[config.mk]
export PLATFORM = sky130hd
export DESIGN_NAME = acs_sequencer
export DESIGN_NICKNAME = d
export VERILOG_FILES = /design/src/shared/acs_pkg.sv /design/src/acs_sequencer.sv
export VERILOG_INCLUDE_DIRS = /design/src /design/src/shared
export SDC_FILE = /design/constraint.sdc
export NUM_CORES = 1
export LEC_CHECK = 0
export ABC_CLOCK_PERIOD_IN_PS = 4150
export BUFFER_PORTS_ARGS = -buffer_cell sky130_fd_sc_hd__buf_2
export CORE_UTILIZATION = 58
export DETAILED_ROUTE_END_ITERATION = 6
export PLACE_DENSITY_LB_ADDON = 0.08
export SLEW_MARGIN = 10
export SYNTH_ARGS = -nofsm -noshare
export SYNTH_HDL_FRONTEND = slang
export SYNTH_SLANG_ARGS = --single-unit
export TNS_END_PERCENT = 50
[constraint.sdc]
create_clock -name hclk -period 4.15 [get_ports hclk]
set_clock_uncertainty 0.05 [all_clocks]
set_input_delay 1.245 -clock hclk [delete_from_list [all_inputs] [get_ports hclk]]
set_output_delay 1.245 -clock hclk [all_outputs]
set_load 0.01 [all_outputs]
[src/shared/acs_defs.svh]
// Constants for the converter sequencer: offsets, fields, resets, timing.
// Assumes a 250 MHz clock and a 32-bit AHB-Lite register bus.
`ifndef ACS_DEFS_SVH
`define ACS_DEFS_SVH
`define ACS_OFF_CTRL 8'h00
`define ACS_OFF_DELAY 8'h04
`define ACS_OFF_STATUS 8'h08
`define ACS_OFF_SINGLE 8'h0C
`define ACS_OFF_REPEAT 8'h10
`define ACS_OFF_READ0 8'h14
`define ACS_OFF_IRQ_MASK 8'h60
`define ACS_READ_LAST 8'h50
`define ACS_BIT_ENABLE 0
`define ACS_BIT_ONESHOT 1
`define ACS_BIT_PERIODIC 2
`define ACS_BIT_INHIBIT 3
`define ACS_BIT_SOFTRST 4
`define ACS_BIT_RPT_DONE 6
`define ACS_BIT_SGL_DONE 7
`define ACS_NCH 16
`define ACS_RES_W 12
`define ACS_TICK_NS 40000
`define ACS_CLK_NS 4
`define ACS_TICK_CYC (`ACS_TICK_NS / `ACS_CLK_NS)
`define ACS_TICK_W 14
`define ACS_ZERO32 32'h0000_0000
`define ACS_ZERO16 16'h0000
`endif

[src/shared/acs_pkg.sv]
// Types for the converter sequencer; no constants beyond widths in types.
// Assumes acs_defs.svh is visible on the include path.
`default_nettype none
`include "acs_defs.svh"
package acs_pkg;
    typedef enum logic [2:0] {
        ACS_IDLE, ACS_WAIT, ACS_CONV, ACS_NEXT, ACS_DONE
    } acs_state_t;
    // Handshake to the analog converter core.
    typedef struct packed {
        logic core_en;
        logic core_rst;
        logic conv_start;
        logic [3:0] conv_chan;
    } acs_core_req_t;
    typedef struct packed {
        logic conv_done;
        logic [`ACS_RES_W-1:0] conv_result;
    } acs_core_rsp_t;
endpackage
`default_nettype wire

[src/acs_sequencer.sv]
// Conversion sequencer with AHB-Lite register slave and core control.
// Assumes one analog core that pulses conv_done after each conv_start.
`timescale 1ns/1ps
`default_nettype none
`include "acs_defs.svh"
module acs_sequencer (
    input wire logic hclk,
    input wire logic hresetn,
    input wire logic hsel,
    input wire logic [7:0] haddr,
    input wire logic [1:0] htrans,
    input wire logic hwrite,
    input wire logic [2:0] hsize,
    input wire logic [31:0] hwdata,
    input wire logic hready,
    output logic [31:0] hrdata,
    output logic hreadyout,
    output logic hresp,
    input wire acs_pkg::acs_core_rsp_t core_rsp,
    output acs_pkg::acs_core_req_t core_req,
    output logic irq
);
    // Entire state of the block in one packed struct.
    typedef struct packed {
        logic enable;
        logic oneshot;
        logic periodic;
        logic inhibit;
        logic softrst;
        logic sgl_done;
        logic rpt_done;
        logic [31:0] delay;
        logic [15:0] ch_flags;
        logic [15:0] sgl_mask;
        logic [15:0] rpt_mask;
        logic [7:0] irq_mask;
        logic [`ACS_NCH-1:0][`ACS_RES_W-1:0] result;
        logic wr_pend;
        logic [7:0] wr_addr;
        logic [31:0] rdata;
        logic [`ACS_TICK_W-1:0] presc;
        logic [15:0] dcnt;
        logic first;
        logic cyc_rpt;
        logic [15:0] cyc_mask;
        logic [3:0] chan;
        acs_pkg::acs_state_t st;
        acs_pkg::acs_core_req_t req;
        logic irq;
        logic hrdy;
        logic hresp;
    } acs_regs_t;

    acs_regs_t r_ff;
    acs_regs_t nxt_r;
    logic tick;
    logic rd_req;
    logic [15:0] ch_set;
    logic [31:0] rd_val;
    logic [7:0] irq_stat;
    logic [7:0] rd_idx;

    // The divider free-runs from reset, so the first tick of a delay comes
    // anywhere within one step; a delay may run short by under one step.
    assign tick = (r_ff.presc == `ACS_TICK_W'(`ACS_TICK_CYC - 1));
    assign rd_req = hsel && hready && htrans[1] && !hwrite;
    assign irq_stat = {r_ff.sgl_done, r_ff.rpt_done, 6'h00};
    assign rd_idx = (haddr - `ACS_OFF_READ0) >> 2;

    // One flag per channel: a finishing conversion sets it.
    for (genvar g = 0; g < `ACS_NCH; g++) begin : g_set
        assign ch_set[g] = core_rsp.conv_done && r_ff.st == acs_pkg::ACS_CONV
            && r_ff.chan == 4'(g);
    end

    // Read mux; reading registers return zero above the result.
    always_comb begin
        rd_val = `ACS_ZERO32;
        if (haddr >= `ACS_OFF_READ0 && haddr <= `ACS_READ_LAST
            && haddr[1:0] == 2'h0) begin
            rd_val = {20'h00000, r_ff.result[rd_idx[3:0]]};
        end else begin
            case (haddr)
                `ACS_OFF_CTRL: rd_val = {24'h000000, r_ff.sgl_done,
                    r_ff.rpt_done, 1'b0, r_ff.softrst, r_ff.inhibit,
                    r_ff.periodic, r_ff.oneshot, r_ff.enable};
                `ACS_OFF_DELAY: rd_val = r_ff.delay;
                `ACS_OFF_STATUS: rd_val = {16'h0000, r_ff.ch_flags};
                `ACS_OFF_SINGLE: rd_val = {16'h0000, r_ff.sgl_mask};
                `ACS_OFF_REPEAT: rd_val = {16'h0000, r_ff.rpt_mask};
                `ACS_OFF_IRQ_MASK: rd_val = {24'h000000, r_ff.irq_mask};
                default: rd_val = `ACS_ZERO32;
            endcase
        end
    end

    // Next-state logic for bus, flags and the sequencing machine.
    always_comb begin
        logic wr;
        logic [31:0] d;
        logic [15:0] first_ch;
        logic found;
        nxt_r = r_ff;
        wr = r_ff.wr_pend;
        d = hwdata;
        first_ch = `ACS_ZERO16;
        found = 1'b0;
        // Writes land at the end of their data phase. A read whose address
        // phase overlaps that data phase would see the old value; a master
        // that idles through each data phase never meets this.
        nxt_r.wr_pend = hsel && hready && htrans[1] && hwrite;
        if (hsel && hready && htrans[1]) begin
            nxt_r.wr_addr = haddr;
        end
        if (rd_req) begin
            nxt_r.rdata = rd_val;
        end
        nxt_r.presc = tick ? `ACS_TICK_W'(0) : r_ff.presc + 1'b1;
        // Zero wait states and an OKAY answer, both straight from flops.
        nxt_r.hrdy = 1'b1;
        nxt_r.hresp = 1'b0;
        nxt_r.req.core_rst = r_ff.softrst;
        nxt_r.req.conv_start = 1'b0;
        // Sticky flags: set after clear so a coincident event survives.
        if (wr) begin
            case (r_ff.wr_addr)
                `ACS_OFF_CTRL: begin
                    nxt_r.enable = d[`ACS_BIT_ENABLE];
                    nxt_r.oneshot = d[`ACS_BIT_ONESHOT];
                    nxt_r.periodic = d[`ACS_BIT_PERIODIC];
                    nxt_r.inhibit = d[`ACS_BIT_INHIBIT];
                    nxt_r.softrst = d[`ACS_BIT_SOFTRST];
                    if (d[`ACS_BIT_SGL_DONE]) nxt_r.sgl_done = 1'b0;
                    if (d[`ACS_BIT_RPT_DONE]) nxt_r.rpt_done = 1'b0;
                    if (d[`ACS_BIT_ENABLE] && !r_ff.enable) begin
                        nxt_r.req.core_rst = 1'b1;
                    end
                    if (d[`ACS_BIT_PERIODIC] && !r_ff.periodic) begin
                        nxt_r.first = 1'b1;
                    end
                end
                `ACS_OFF_DELAY: nxt_r.delay = d;
                `ACS_OFF_STATUS: nxt_r.ch_flags = r_ff.ch_flags & ~d[15:0];
                `ACS_OFF_SINGLE: nxt_r.sgl_mask = d[15:0];
                `ACS_OFF_REPEAT: nxt_r.rpt_mask = d[15:0];
                `ACS_OFF_IRQ_MASK: nxt_r.irq_mask = d[7:0];
                default: ;
            endcase
        end
        nxt_r.ch_flags = nxt_r.ch_flags | ch_set;
        // Clearing the periodic bit also empties the interval timer.
        if (!nxt_r.periodic) begin
            nxt_r.dcnt = `ACS_ZERO16;
        end
        // Channel stepping: pick the lowest selected channel left.
        // Lowest first keeps the order fixed whatever the mask holds.
        for (int i = `ACS_NCH - 1; i >= 0; i--) begin
            if (r_ff.cyc_mask[i]) begin
                first_ch = 16'(i);
                found = 1'b1;
            end
        end
        case (r_ff.st)
            acs_pkg::ACS_IDLE: begin
                nxt_r.req.core_en = r_ff.inhibit && r_ff.enable;
                if (r_ff.softrst || !r_ff.enable) begin
                    nxt_r.req.core_en = 1'b0;
                end else if (r_ff.oneshot) begin
                    nxt_r.oneshot = 1'b0;
                    nxt_r.cyc_mask = r_ff.sgl_mask;
                    nxt_r.cyc_rpt = 1'b0;
                    nxt_r.req.core_en = 1'b1;
                    nxt_r.st = acs_pkg::ACS_NEXT;
                end else if (r_ff.periodic) begin
                    // The start delay applies once after arming.
                    nxt_r.dcnt = r_ff.first ? r_ff.delay[15:0]
                        : r_ff.delay[31:16];
                    nxt_r.first = 1'b0;
                    nxt_r.st = acs_pkg::ACS_WAIT;
                end
            end
            acs_pkg::ACS_WAIT: begin
                // Power follows the inhibit bit while waiting, so that a late
                // switch to power saving still drops the core.
                nxt_r.req.core_en = r_ff.inhibit && r_ff.enable;
                if (!r_ff.periodic || !r_ff.enable) begin
                    nxt_r.st = acs_pkg::ACS_IDLE;
                end else if (r_ff.dcnt != `ACS_ZERO16) begin
                    // Each tick takes 40 us off; full scale is about 2.6 s.
                    if (tick) begin
                        nxt_r.dcnt = r_ff.dcnt - 1'b1;
                    end
                end else if (!r_ff.softrst) begin
                    // A core held in soft reset would never answer, so the
                    // cycle waits for its release.
                    nxt_r.cyc_mask = r_ff.rpt_mask;
                    nxt_r.cyc_rpt = 1'b1;
                    nxt_r.req.core_en = 1'b1;
                    nxt_r.st = acs_pkg::ACS_NEXT;
                end
            end
            acs_pkg::ACS_NEXT: begin
                if (found) begin
                    nxt_r.chan = first_ch[3:0];
                    nxt_r.cyc_mask[first_ch[3:0]] = 1'b0;
                    nxt_r.req.conv_chan = first_ch[3:0];
                    nxt_r.req.conv_start = 1'b1;
                    nxt_r.st = acs_pkg::ACS_CONV;
                end else begin
                    nxt_r.st = acs_pkg::ACS_DONE;
                end
            end
            acs_pkg::ACS_CONV: begin
                // Runs to the end even if enable or periodic drop.
                if (core_rsp.conv_done) begin
                    nxt_r.result[r_ff.chan] = core_rsp.conv_result;
                    nxt_r.st = acs_pkg::ACS_NEXT;
                end else if (r_ff.softrst) begin
                    // A core put into soft reset drops its conversion, so
                    // the cycle is abandoned without a done flag.
                    nxt_r.st = acs_pkg::ACS_IDLE;
                end
            end
            acs_pkg::ACS_DONE: begin
                // Set comes after any clear above, so a coincident one loses.
                if (r_ff.cyc_rpt) nxt_r.rpt_done = 1'b1;
                else nxt_r.sgl_done = 1'b1;
                nxt_r.req.core_en = r_ff.inhibit && r_ff.enable;
                nxt_r.st = acs_pkg::ACS_IDLE;
            end
            default: nxt_r.st = acs_pkg::ACS_IDLE;
        endcase
        // Built from the next flags, so the registered level has no lag.
        nxt_r.irq = |({nxt_r.sgl_done, nxt_r.rpt_done, 6'h00}
            & nxt_r.irq_mask);
    end

    // Single register stage for the whole block.
    always_ff @(posedge hclk or negedge hresetn) begin
        if (!hresetn) begin
            r_ff <= '0;
        end else begin
            r_ff <= nxt_r;
        end
    end

    // Every output is taken straight from the state register.
    assign hrdata = r_ff.rdata;
    assign hreadyout = r_ff.hrdy;
    assign hresp = r_ff.hresp;
    assign core_req = r_ff.req;
    assign irq = r_ff.irq;
endmodule
`default_nettype wire

# Yosys cells after proc, flatten, opt, wreduce, memory -nomap -nowiden
# Index checks and enable logic that the tools add are counted.
op_classes:
  addsub: 3
  order_cmp: 7
  eq_ne: 40
  n_mux: 96
  n_bitwise: 6
  reduce_logical: 52
ops:
  columns: ["op", "count"]
  rows:
  - ["bitwise mux 192 bit", 1]
  - ["case mux 32 bit (6 select lines)", 1]
  - ["two-way mux 16 bit", 8]
  - ["two-way mux 17 bit", 6]
  - ["two-way mux 94 bit", 1]
  - ["two-way mux 4 bit", 18]
  - ["two-way mux 32 bit", 2]
  - ["binary-select mux 12 bit (select 4 bit)", 1]
  - ["demux 12 bit (select 4 bit)", 1]
  - ["case mux 16 bit (3 select lines)", 1]
  - ["two-way mux 1 bit", 34]
  - ["two-way mux 34 bit", 1]
  - ["bitwise AND 16 bit", 2]
  - ["== test 4 bit (second input constant)", 8]
  - ["== test 8 x 4 -> 1 bit (second input constant)", 4]
  - ["inverter 16 bit", 2]
  - ["case mux 16 bit (2 select lines)", 1]
  - ["logical AND 1 bit", 28]
  - ["two-way mux 12 bit", 2]
  - ["two-way mux 3 bit", 7]
  - ["two-way mux 20 bit", 1]
  - ["== test 4 x 3 -> 1 bit (second input constant)", 4]
  - ["== test 8 x 3 -> 1 bit (second input constant)", 2]
  - ["== test 8 x 5 -> 1 bit (second input constant)", 2]
  - ["other kinds (41)", 66]
totals:
  reg_bits: 388
  out_inout_bits: 42

# Logic depth before layout (Yosys ltp)
# Gate-level depths: netlist (run 1).
depth:
  ltp_word: 24
  mapped_depth: 14
  depth_no_buf: 8

# Least setup slack after synthesis (run 1)
# Ideal clock, no wire load.
synth_path:
  kind: "input to register"
  from: "input port haddr[2]"
  to: "register r_ff (netlist bit hrdata[1])"
  t_arrival_ns: 4.867
  required_ns: 3.972
  path_slack_ns: -0.895
  cell_stages: 14
  path_buffers: 7
  path_cell_list: "clkbuf_1 buf_2 buf_1 buf_2 inv_1 ha_1 buf_1 clkbuf_1 clkbuf_1 mux4_2 mux2i_1 nand2_1 nand3_1 nand3_1"
synth_between:
  elab_chain_cells: 4
  word_cells_on_any_way: 15
synth_rtl:
  columns: ["item", "line_no", "source"]
  rows:
  - ["from (decl)", "acs_sequencer.sv:10", "input wire logic [7:0] haddr,"]
  - ["subtractor 6 x 5 -> 6 bit (no line), or another cell as far along", null, null]
  - ["binary-select mux 12 bit (select 4 bit) or logical AND 1 bit (tied branches)", null, null]
  - ["two-way mux 12 bit (not written as such) or logical AND 1 bit (tied branches)", "acs_sequencer.sv:81, acs_sequencer.sv:79", null]
  - ["two-way mux 32 bit *", "acs_sequencer.sv:79", "if (haddr >= `ACS_OFF_READ0 && haddr <= `ACS_READ_LAST"]
  - ["to (signal assigned)", "acs_sequencer.sv:243", "r_ff <= nxt_r;"]
  - ["to (decl)", "acs_sequencer.sv:54", "acs_regs_t r_ff;"]
# Mark *: on every way between the ends. The rest lies on a longest branch, timed or not. The select of a mux whose other input is x is not followed.
# A chain may end at the register's enable or synchronous reset.

# Final worst setup path (run 1)
layout_path:
  from: "register r_ff[35] in the netlist's numbering"
  to: "register r_ff[22] in the netlist's numbering"
layout_between:
  elab_chain_cells: 3
layout_rtl:
  columns: ["item"]
  rows:
  - ["nonzero test 16 bit (no line)"]
  - ["!= test 2 bit (no line)"]
  - ["AND reduction 7 bit (no line)"]
# No other way between the ends.

==> results of run 1 <==
## critical path, cell delays in order (launching register included)
cell,delay [ps]
dfrtp_1,400
inv_1,80
ha_1,200
nor3b_1,410
nand3_1,310
or4_1,680
and3_1,500
and2_0,280
a311o_1,320
## power by group through the flow
stage | sequential, mW | clock [mW] | combinational (mW)
final | 4.39 | 3.98 | 1.73
after global routing | 4.43 | 4.20 | 1.91
after CTS | 4.38 | 4.04 | 1.72
after detailed placement | 4.44 | 0 | 1.71
after global placement | 4.43 | 0 | 1.69
after floorplan | 4.31 | 0 | 1.26
## worst max path at each step
stage	from	end	slack [ps]	depth (start not counted)
6_report	r_ff[35]	r_ff[22]	800	8
4_1_cts	r_ff[35]	r_ff[22]	800	8
2_1_floorplan	haddr[2]	hrdata[10]	40	12
5_1_grt	r_ff[35]	r_ff[22]	490	8
3_3_place_gp	haddr[3]	hrdata[10]	550	8
3_5_place_dp	haddr[3]	hrdata[10]	510	8
## placed cells by master, fill, tap and decap left out, types with 12 or more instances in the layout
cell type	n
dfrtp_1	388
mux2_2	274
nand2_1	134
buf_2	97
o21ai_0	70
nor2_1	64
mux4_2	48
clkbuf_16	42
mux2i_1	37
buf_4	33
nand3_1	30
a22o_1	26
a22oi_1	22
nor3_1	20
inv_1	19
a222oi_1	16
nor2b_1	15
nor4_1	13
a21oi_1	12
## through the flow
stage | total power [mW] | instance area [um2]
2_1_floorplan | 5.57 | 18400
6_report | 10.1 | 20700
4_1_cts | 10.1 | 20700
5_1_grt | 10.5 | 20700
3_5_place_dp | 6.15 | 19200
3_3_place_gp | 6.12 | 19200
## layer usage
metal | vias to the layer above | routed length, um
met2 | 373 | 22800
met5 | - | 0
met3 | 86 | 2230
met1 | 6305 | 19500
met4 | 0 | 1630
li1 | 5522 | -
## cells by family after synthesis
kind of cell    count (synthesis)  synth area share
flops                         388             0.527
mux                           359             0.246
simple gates                  335            0.0874
compound gates                225            0.0865
buf+inv                       149            0.0395
xor+xnor                       17           0.00808
fa+ha+maj                       7           0.00475
other cells                     2          0.000408
## registers in the layout (all words and copies together) (netlist names)
signal     cells
irq            1
r_ff         345
hreadyout      1
core_req       7
irq_stat       2
hrdata        32
## cell type report
cell class,instances,area share
Clock buffer,58,0.0591
Clock inverter,18,0.0128
Inverter,19,0.00345
Multi-Input combinational cell,945,0.389
Sequential cell,388,0.470
Tap cell,396,0.0240
Timing Repair Buffer,137,0.0420
==> impl_metrics.yaml, run 1 <==
global_route:
  grt_overflow: 0
  grt_start_max_net_pins: 100
  antenna_found_initial: 0
  top_usage_layer: "met2"
  grtUsageMet1: 0.387
  grt_use_total: 0.293
  grt_util_met3: 0.0372
  grt_pass1_wl_um: 73400
  grt_pass1_vias: 12700
  use_met2: 0.498
timing:
  setup_slack_ps: 802
  setup_viol: 0
  worst_slew_pin_slew_ps: 1080
  min_period_ps: 3350
  rsz0062_at_grt: "no"
  timing.fmax_mhz: 299
  slew_violations: 0
  finalCritPeriodShare: 0.807
  fin_tns_setup_ps: 0
  hold_viol_final: 0
  relSlewSlack: 0.277
  holdWs_ps: 428
clock_network:
  cts_hold_buf: 0
  h-tree-depth: 2
  cts_sinks: 388
  clkTransAtPathRegs_ps: 60
  post_cts_resized: 0
  cts-root-buf: "clkbuf_16"
  clk_latency_ps: 550
  cts_buffers: 42
  postCtsSetupBuffers: 0
  cts_tree: "yes"
  clockBufferDepth: 3
cells_and_area:
  drive_above_1_share: 0.350
  nets: 1603
  antenna_cells: 0
  instances_no_fill: 1961
  utilization: 0.668
  multi_input_area_um2: 8030
  seq_area_um2: 9710
  area_growth_pct: 12.2
  fillers: 2317
placement:
  place_ws_ps: 508
  port_buffers: 99
  hpwl_um: 30300
  dpl.cell_count: 1885
  place_congestion: 0.915
yosys:
  postSynthCellCount: 1482
  seq_area_frac_synth: 0.527
  yosysTopAreaCellShare: 0.527
  synth_common_cells: "dfrtp_1 (388), mux2_2 (274), nand2_1 (134)"
  ys_warn_count: 0
  synthTopCellsByArea: "dfrtp_1 (53%), mux2_2 (17%), mux4_2 (5.9%)"
  synth_edf_count: 0
  synth_cell_types: 64
  synth_ff_type: "dfrtp_1"
  syn-num-nets: 1552
  yosysMostFrequentCell: "dfrtp_1"
  async_flop_share: 1.00
  avgSynthCellArea_um2: 12.4
  synth.cell_area_um2: 18400
  synth_top_area_cell: "dfrtp_1"
  ys_ff_latch: 388
power_and_ir_drop:
  cellPowerDensity_nw_per_um2: 489
  seqPwrFrac: 0.435
  p_switching_mw: 2.93
  comb_power_share: 0.172
  power_frac_clock: 0.394
  sw_frac_of_total: 0.290
  intPower_mw: 7.18
  p_leak_nw: 9.89
  max-vdd-ir-drop_v: 0.000322
floorplanning:
  start_util: 0.596
  boundaryPins: 105
  core_area_um2: 30900
  rows: 64
  die_h_um: 180
  dieArea_um2: 32500
  die_w_um: 180
critical_path:
  timing.rr.start: "r_ff[35]"
  startpoint_type: "flop"
  worst_ep_arrival_time_ps: 3720
  required_ps: 4520
  reg2reg_depth: 8
  crit_type: "flop to flop"
  crit_path_end_kind: "flop"
  reg2reg_slack_ps: 800
  cp_max_fo: 26
  r2r_end: "r_ff[22]"
hold_path:
  hold_class: "flop to flop"
  hold_path_depth: 1
  worstHoldEndpoint: "r_ff[51]"
  hp-start: "r_ff[51]"
route:
  num_vias: 12300
  dr.pass1.iters: 6
  antenna_left: 0
  routed_wl_um: 46100
  drtIter0Drc: 837
  drc: 0
  wl_per_cell_um: 23.5
  via_per_inst: 6.27
flow_run:
  max-cap-violations: 0
status:
  outcome: "finished, final reports clean"
Power figures use the tool's default switching activity.
==> inputs of run 2 (changes only) <==
--- a/config.mk
+++ b/config.mk
@@ -6,7 +6,7 @@
 export SDC_FILE = /design/constraint.sdc
 export NUM_CORES = 1
 export LEC_CHECK = 0
-export ABC_CLOCK_PERIOD_IN_PS = 4150
+export ABC_CLOCK_PERIOD_IN_PS = 3310
 export BUFFER_PORTS_ARGS = -buffer_cell sky130_fd_sc_hd__buf_2
 export CORE_UTILIZATION = 58
 export DETAILED_ROUTE_END_ITERATION = 6
==> constraint.sdc (replaced) <==
create_clock -name hclk -period 3.31 [get_ports hclk]
set_clock_uncertainty 0.05 [all_clocks]
set_input_delay 0.993 -clock hclk [delete_from_list [all_inputs] [get_ports hclk]]
set_output_delay 0.993 -clock hclk [all_outputs]
set_load 0.01 [all_outputs]
==> impl_metrics.yaml, run 2 (synthesis gave the netlist of run 1 again) <==
global_route:
  grt_overflow: 0
  grt_use_total: 0.293
  antenna_found_initial: 0
  grt_pass1_vias: 12700
  grt_start_max_net_pins: 67
  grt_pass1_wl_um: 73600
cells_and_area:
  final_cell_mix: "dfrtp_1 (388), mux2_2 (274), nand2_1 (134)"
  top_register: "r_ff"
  fillers: 2312
  largest_reg_flops: 345
  drive_above_1_share: 0.357
  nets: 1629
  area_growth_pct: 12.5
  final_common_cell: "dfrtp_1"
  antenna_cells: 0
critical_path:
  worst_ep_arrival_time_ps: 3240
  cp_max_fo: 25
  required_ps: 3660
  startpoint_type: "flop"
  reg2reg_depth: 7
  crit_type: "flop to flop"
  crit_path_end_kind: "flop"
power_and_ir_drop:
  max-vdd-ir-drop_v: 0.000419
  cellPowerDensity_nw_per_um2: 593
  fin_total_pwr_mw: 12.3
  p_leak_nw: 9.93
timing:
  setup_slack_ps: 424
  relSlewSlack: 0.445
  slew_violations: 0
  fin_tns_setup_ps: 0
  min_period_ps: 2890
  hold_viol_final: 0
  rsz0062_at_grt: "no"
  timing.fmax_mhz: 346
  setup_viol: 0
  finalCritPeriodShare: 0.872
  worst_slew_pin_slew_ps: 829
placement:
  hpwl_um: 31000
  place_ws_ps: 142
  port_buffers: 99
  place_congestion: 0.900
clock_network:
  clk_latency_ps: 550
  cts_sinks: 388
  post_cts_resized: 0
  cts_hold_buf: 0
  cts-root-buf: "clkbuf_16"
  h-tree-depth: 2
  cts_tree: "yes"
  postCtsSetupBuffers: 0
  cts_buffers: 42
  clockBufferDepth: 3
  clkTransAtPathRegs_ps: 60
route:
  via_per_inst: 6.23
  drc: 0
  num_vias: 12400
  routed_wl_um: 46300
  drtIter0Drc: 841
  antenna_left: 0
  dr.pass1.iters: 5
  wl_per_cell_um: 23.4
floorplanning:
  boundaryPins: 105
  dieArea_um2: 32500
  die_h_um: 180
  core_area_um2: 30900
  rows: 64
  die_w_um: 180
  start_util: 0.596
hold_path:
  hold_class: "input pin to async pin"
flow_run:
  max-cap-violations: 0
status:
  outcome: "finished, final reports clean"
==> run 2: cell count changes in the layout (fill, tap and decap cells not counted), moves of 2 or more <==
cell	previous run	this run
buf_4	33	57
bufinv_16	6	2
buf_12	6	8
clkbuf_1	5	9
clkbuf_8	11	6
==> run 2: layout make-up <==
type	instances	area, um2	share of cell area
sequential	388	9710	0.469
multi-input combinational	945	8040	0.388
clock buffer	57	1170	0.0563
timing repair buffer	163	1090	0.0525
tap	396	495	0.0239
clock inverter	14	148	0.00713
inverter	19	71.3	0.00344
==> run 2: report_power, final <==
group	internal (mW)	switching, mW	total, mW
clock network	2.63	1.90	4.53
registers	5.09	0.406	5.50
logic	0.892	1.36	2.25
==> run 2: worst max-delay path: stages, from the launching register on <==
cell and delay, ps:
dfrtp_1 440, or4_4 570, or3_4 360, or4_1 560
and3_1 230, buf_4 210, o21ai_0 190, o21ai_0 110
==> run 2: per-layer routing <==
| metal | share of wire | GRT usage |
|---|---|---|
| met3 | 0.048 | 0.0396 |
| met5 | 0 | 0 |
| met1 | 0.43 | 0.392 |
| met4 | 0.033 | 0.101 |
| met2 | 0.49 | 0.493 |
==> run 2: path summary, 6_finish.rpt <==
path                                from         end  slack [ps]
worst max-delay path            r_ff[45]    r_ff[20]         420
max in group asynchronous        hresetn   r_ff[328]        2020
worst max register to register  r_ff[45]    r_ff[20]         420
worst min register to register  r_ff[51]    r_ff[51]         420
worst min-delay path             hresetn  hrdata[21]         350
min in group hclk               r_ff[51]    r_ff[51]         420
==> run 2: through the flow <==
step	hold WS, ps	cell area (um2)	utilization	std cells
2_1_floorplan	395	18500	-	1482
3_3_place_gp	408	19400	0.628	1911
3_5_place_dp	413	19400	0.628	1911
4_1_cts	372	20700	0.670	1982
5_1_grt	387	20700	0.670	1982
6_report	348	20700	0.670	1982
==> inputs of run 3 (changes only) <==
--- a/config.mk
+++ b/config.mk
@@ -8,7 +8,9 @@
 export LEC_CHECK = 0
 export ABC_CLOCK_PERIOD_IN_PS = 3310
 export BUFFER_PORTS_ARGS = -buffer_cell sky130_fd_sc_hd__buf_2
-export CORE_UTILIZATION = 58
+export CELL_PAD_IN_SITES_DETAIL_PLACEMENT = 1
+export CELL_PAD_IN_SITES_GLOBAL_PLACEMENT = 1
+export CORE_UTILIZATION = 50
 export DETAILED_ROUTE_END_ITERATION = 6
 export PLACE_DENSITY_LB_ADDON = 0.08
 export SLEW_MARGIN = 10
==> impl_metrics.yaml, run 3 (synthesis gave the netlist of run 1 again) <==
global_route:
  grt_overflow: 0
  grt_pass1_vias: 13900
  grt_pass1_wl_um: 83800
  antenna_found_initial: 0
  grt_start_max_net_pins: 84
  grt_use_total: 0.290
placement:
  hpwl_um: 35900
  place_congestion: 0.871
  port_buffers: 99
power_and_ir_drop:
  p_leak_nw: 10.1
  intPower_mw: 8.90
  fin_total_pwr_mw: 12.7
  max-vdd-ir-drop_v: 0.000486
  sw_frac_of_total: 0.299
  comb_power_share: 0.185
  seqPwrFrac: 0.435
  p_switching_mw: 3.79
  power_frac_clock: 0.380
  cellPowerDensity_nw_per_um2: 601
cells_and_area:
  nets: 1649
  fillers: 3581
  largest_reg_flops: 345
  area_growth_pct: 14.6
  final_cell_mix: "dfrtp_1 (388), mux2_2 (274), nand2_1 (134)"
  seq_area_um2: 9710
  drive_above_1_share: 0.369
  final_common_cell: "dfrtp_1"
  top_register: "r_ff"
  antenna_cells: 0
  multi_input_area_um2: 8040
route:
  drc: 0
  drtIter0Drc: 707
  num_vias: 12700
  via_per_inst: 6.15
  routed_wl_um: 52900
  antenna_left: 0
  wl_per_cell_um: 25.6
  dr.pass1.iters: 7
critical_path:
  crit_type: "flop to flop"
  crit_start: "r_ff[45]"
  max_stage_delay_ps: 580
  slowest_stage: "or4_4"
  reg2reg_slack_ps: 320
  timing.rr.start: "r_ff[45]"
  cp_max_fo: 14
  cpMostUsedCell: "o21ai_0"
  required_ps: 3680
  crit_path_end_kind: "flop"
  worst_ep_arrival_time_ps: 3360
  path_cells: "or4_4 -> or3_4 -> or4_1 -> and3_1 -> buf_4 -> o21ai_0 -> o21ai_0"
  startpoint_type: "flop"
floorplanning:
  die_w_um: 194
  rows: 69
  start_util: 0.513
  boundaryPins: 105
  core_area_um2: 35900
  dieArea_um2: 37600
  die_h_um: 194
clock_network:
  cts_buffers: 42
  cts_tree: "yes"
  clockBufferDepth: 3
  clk_latency_ps: 550
  postCtsSetupBuffers: 0
  cts_sinks: 388
  cts_hold_buf: 0
  h-tree-depth: 2
  clkTransAtPathRegs_ps: 60
  cts-root-buf: "clkbuf_16"
  post_cts_resized: 0
timing:
  hold_viol_final: 0
  finalCritPeriodShare: 0.905
  rsz0062_at_grt: "no"
  worst_slew_pin_slew_ps: 954
  relSlewSlack: 0.362
  fin_tns_setup_ps: 0
  timing.fmax_mhz: 334
  slew_violations: 0
  min_period_ps: 2990
  setup_viol: 0
hold_path:
  hold_class: "input pin to async pin"
status:
  outcome: "finished, final reports clean"
flow_run:
  max-cap-violations: 0
## run 3: cell types whose count changed in the layout (fill, tap and decap cells not counted)
cell,previous run,this run
buf_12,8,12
bufinv_16,2,3
clkbuf_8,6,14
clkbuf_1,9,5
inv_8,1,0
buf_4,57,73
clkinv_2,7,6
## run 3: per-layer routing
layer / GRT usage / up-vias / share of wire
met5: 0 / - / 0
li1: - / 5609 / -
met1: 0.376 / 6761 / 0.42
met2: 0.497 / 272 / 0.51
met4: 0.103 / 0 / 0.033
met3: 0.0430 / 94 / 0.037
## run 3: cell type report
class,instances,area share
clock inverters,13,0.00765
well taps,461,0.0273
repair buffers,183,0.0610
clock buffers,61,0.0598
multi-input cells,945,0.381
flip-flops and latches,388,0.460
inverters,19,0.00338
## run 3: critical path: cells and delay by family (launching register included)
family,cells,cell delay (ps)
flip-flops,1,440
AO/OA/AOI/OAI,2,300
buffers and inverters,1,230
AND/OR/NAND/NOR,4,1860
## run 3: power groups by stage
stage          Combinational, mW  Sequential, mW  Clock [mW]
2_1_floorplan               1.60            5.40           0
3_3_place_gp                2.29            5.56           0
3_5_place_dp                2.34            5.59           0
4_1_cts                     2.35            5.51        4.92
5_1_grt                     2.59            5.57        5.10
6_report                    2.35            5.52        4.82
## run 3: final timing paths
path                               to  cells past startpoint
setup / recovery             r_ff[32]                      7
hold / removal             hrdata[21]                      1
setup reg to reg             r_ff[32]                      7
hold reg to reg             r_ff[352]                      2
max in group asynchronous   r_ff[184]                      2
min in group hclk           r_ff[352]                      2
## run 3: through the flow
stage | cells | area (um2) | utilization | setup WS [ps] | hold slack (ps)
2_1_floorplan | 1482 | 18500 | - | 0.0819 | 395
3_5_place_dp | 1996 | 19700 | 0.548 | 61.9 | 416
3_3_place_gp | 1996 | 19700 | 0.548 | 135 | 410
4_1_cts | 2070 | 21100 | 0.588 | 314 | 429
6_report | 2070 | 21100 | 0.588 | 316 | 410
5_1_grt | 2070 | 21100 | 0.588 | 215 | 440
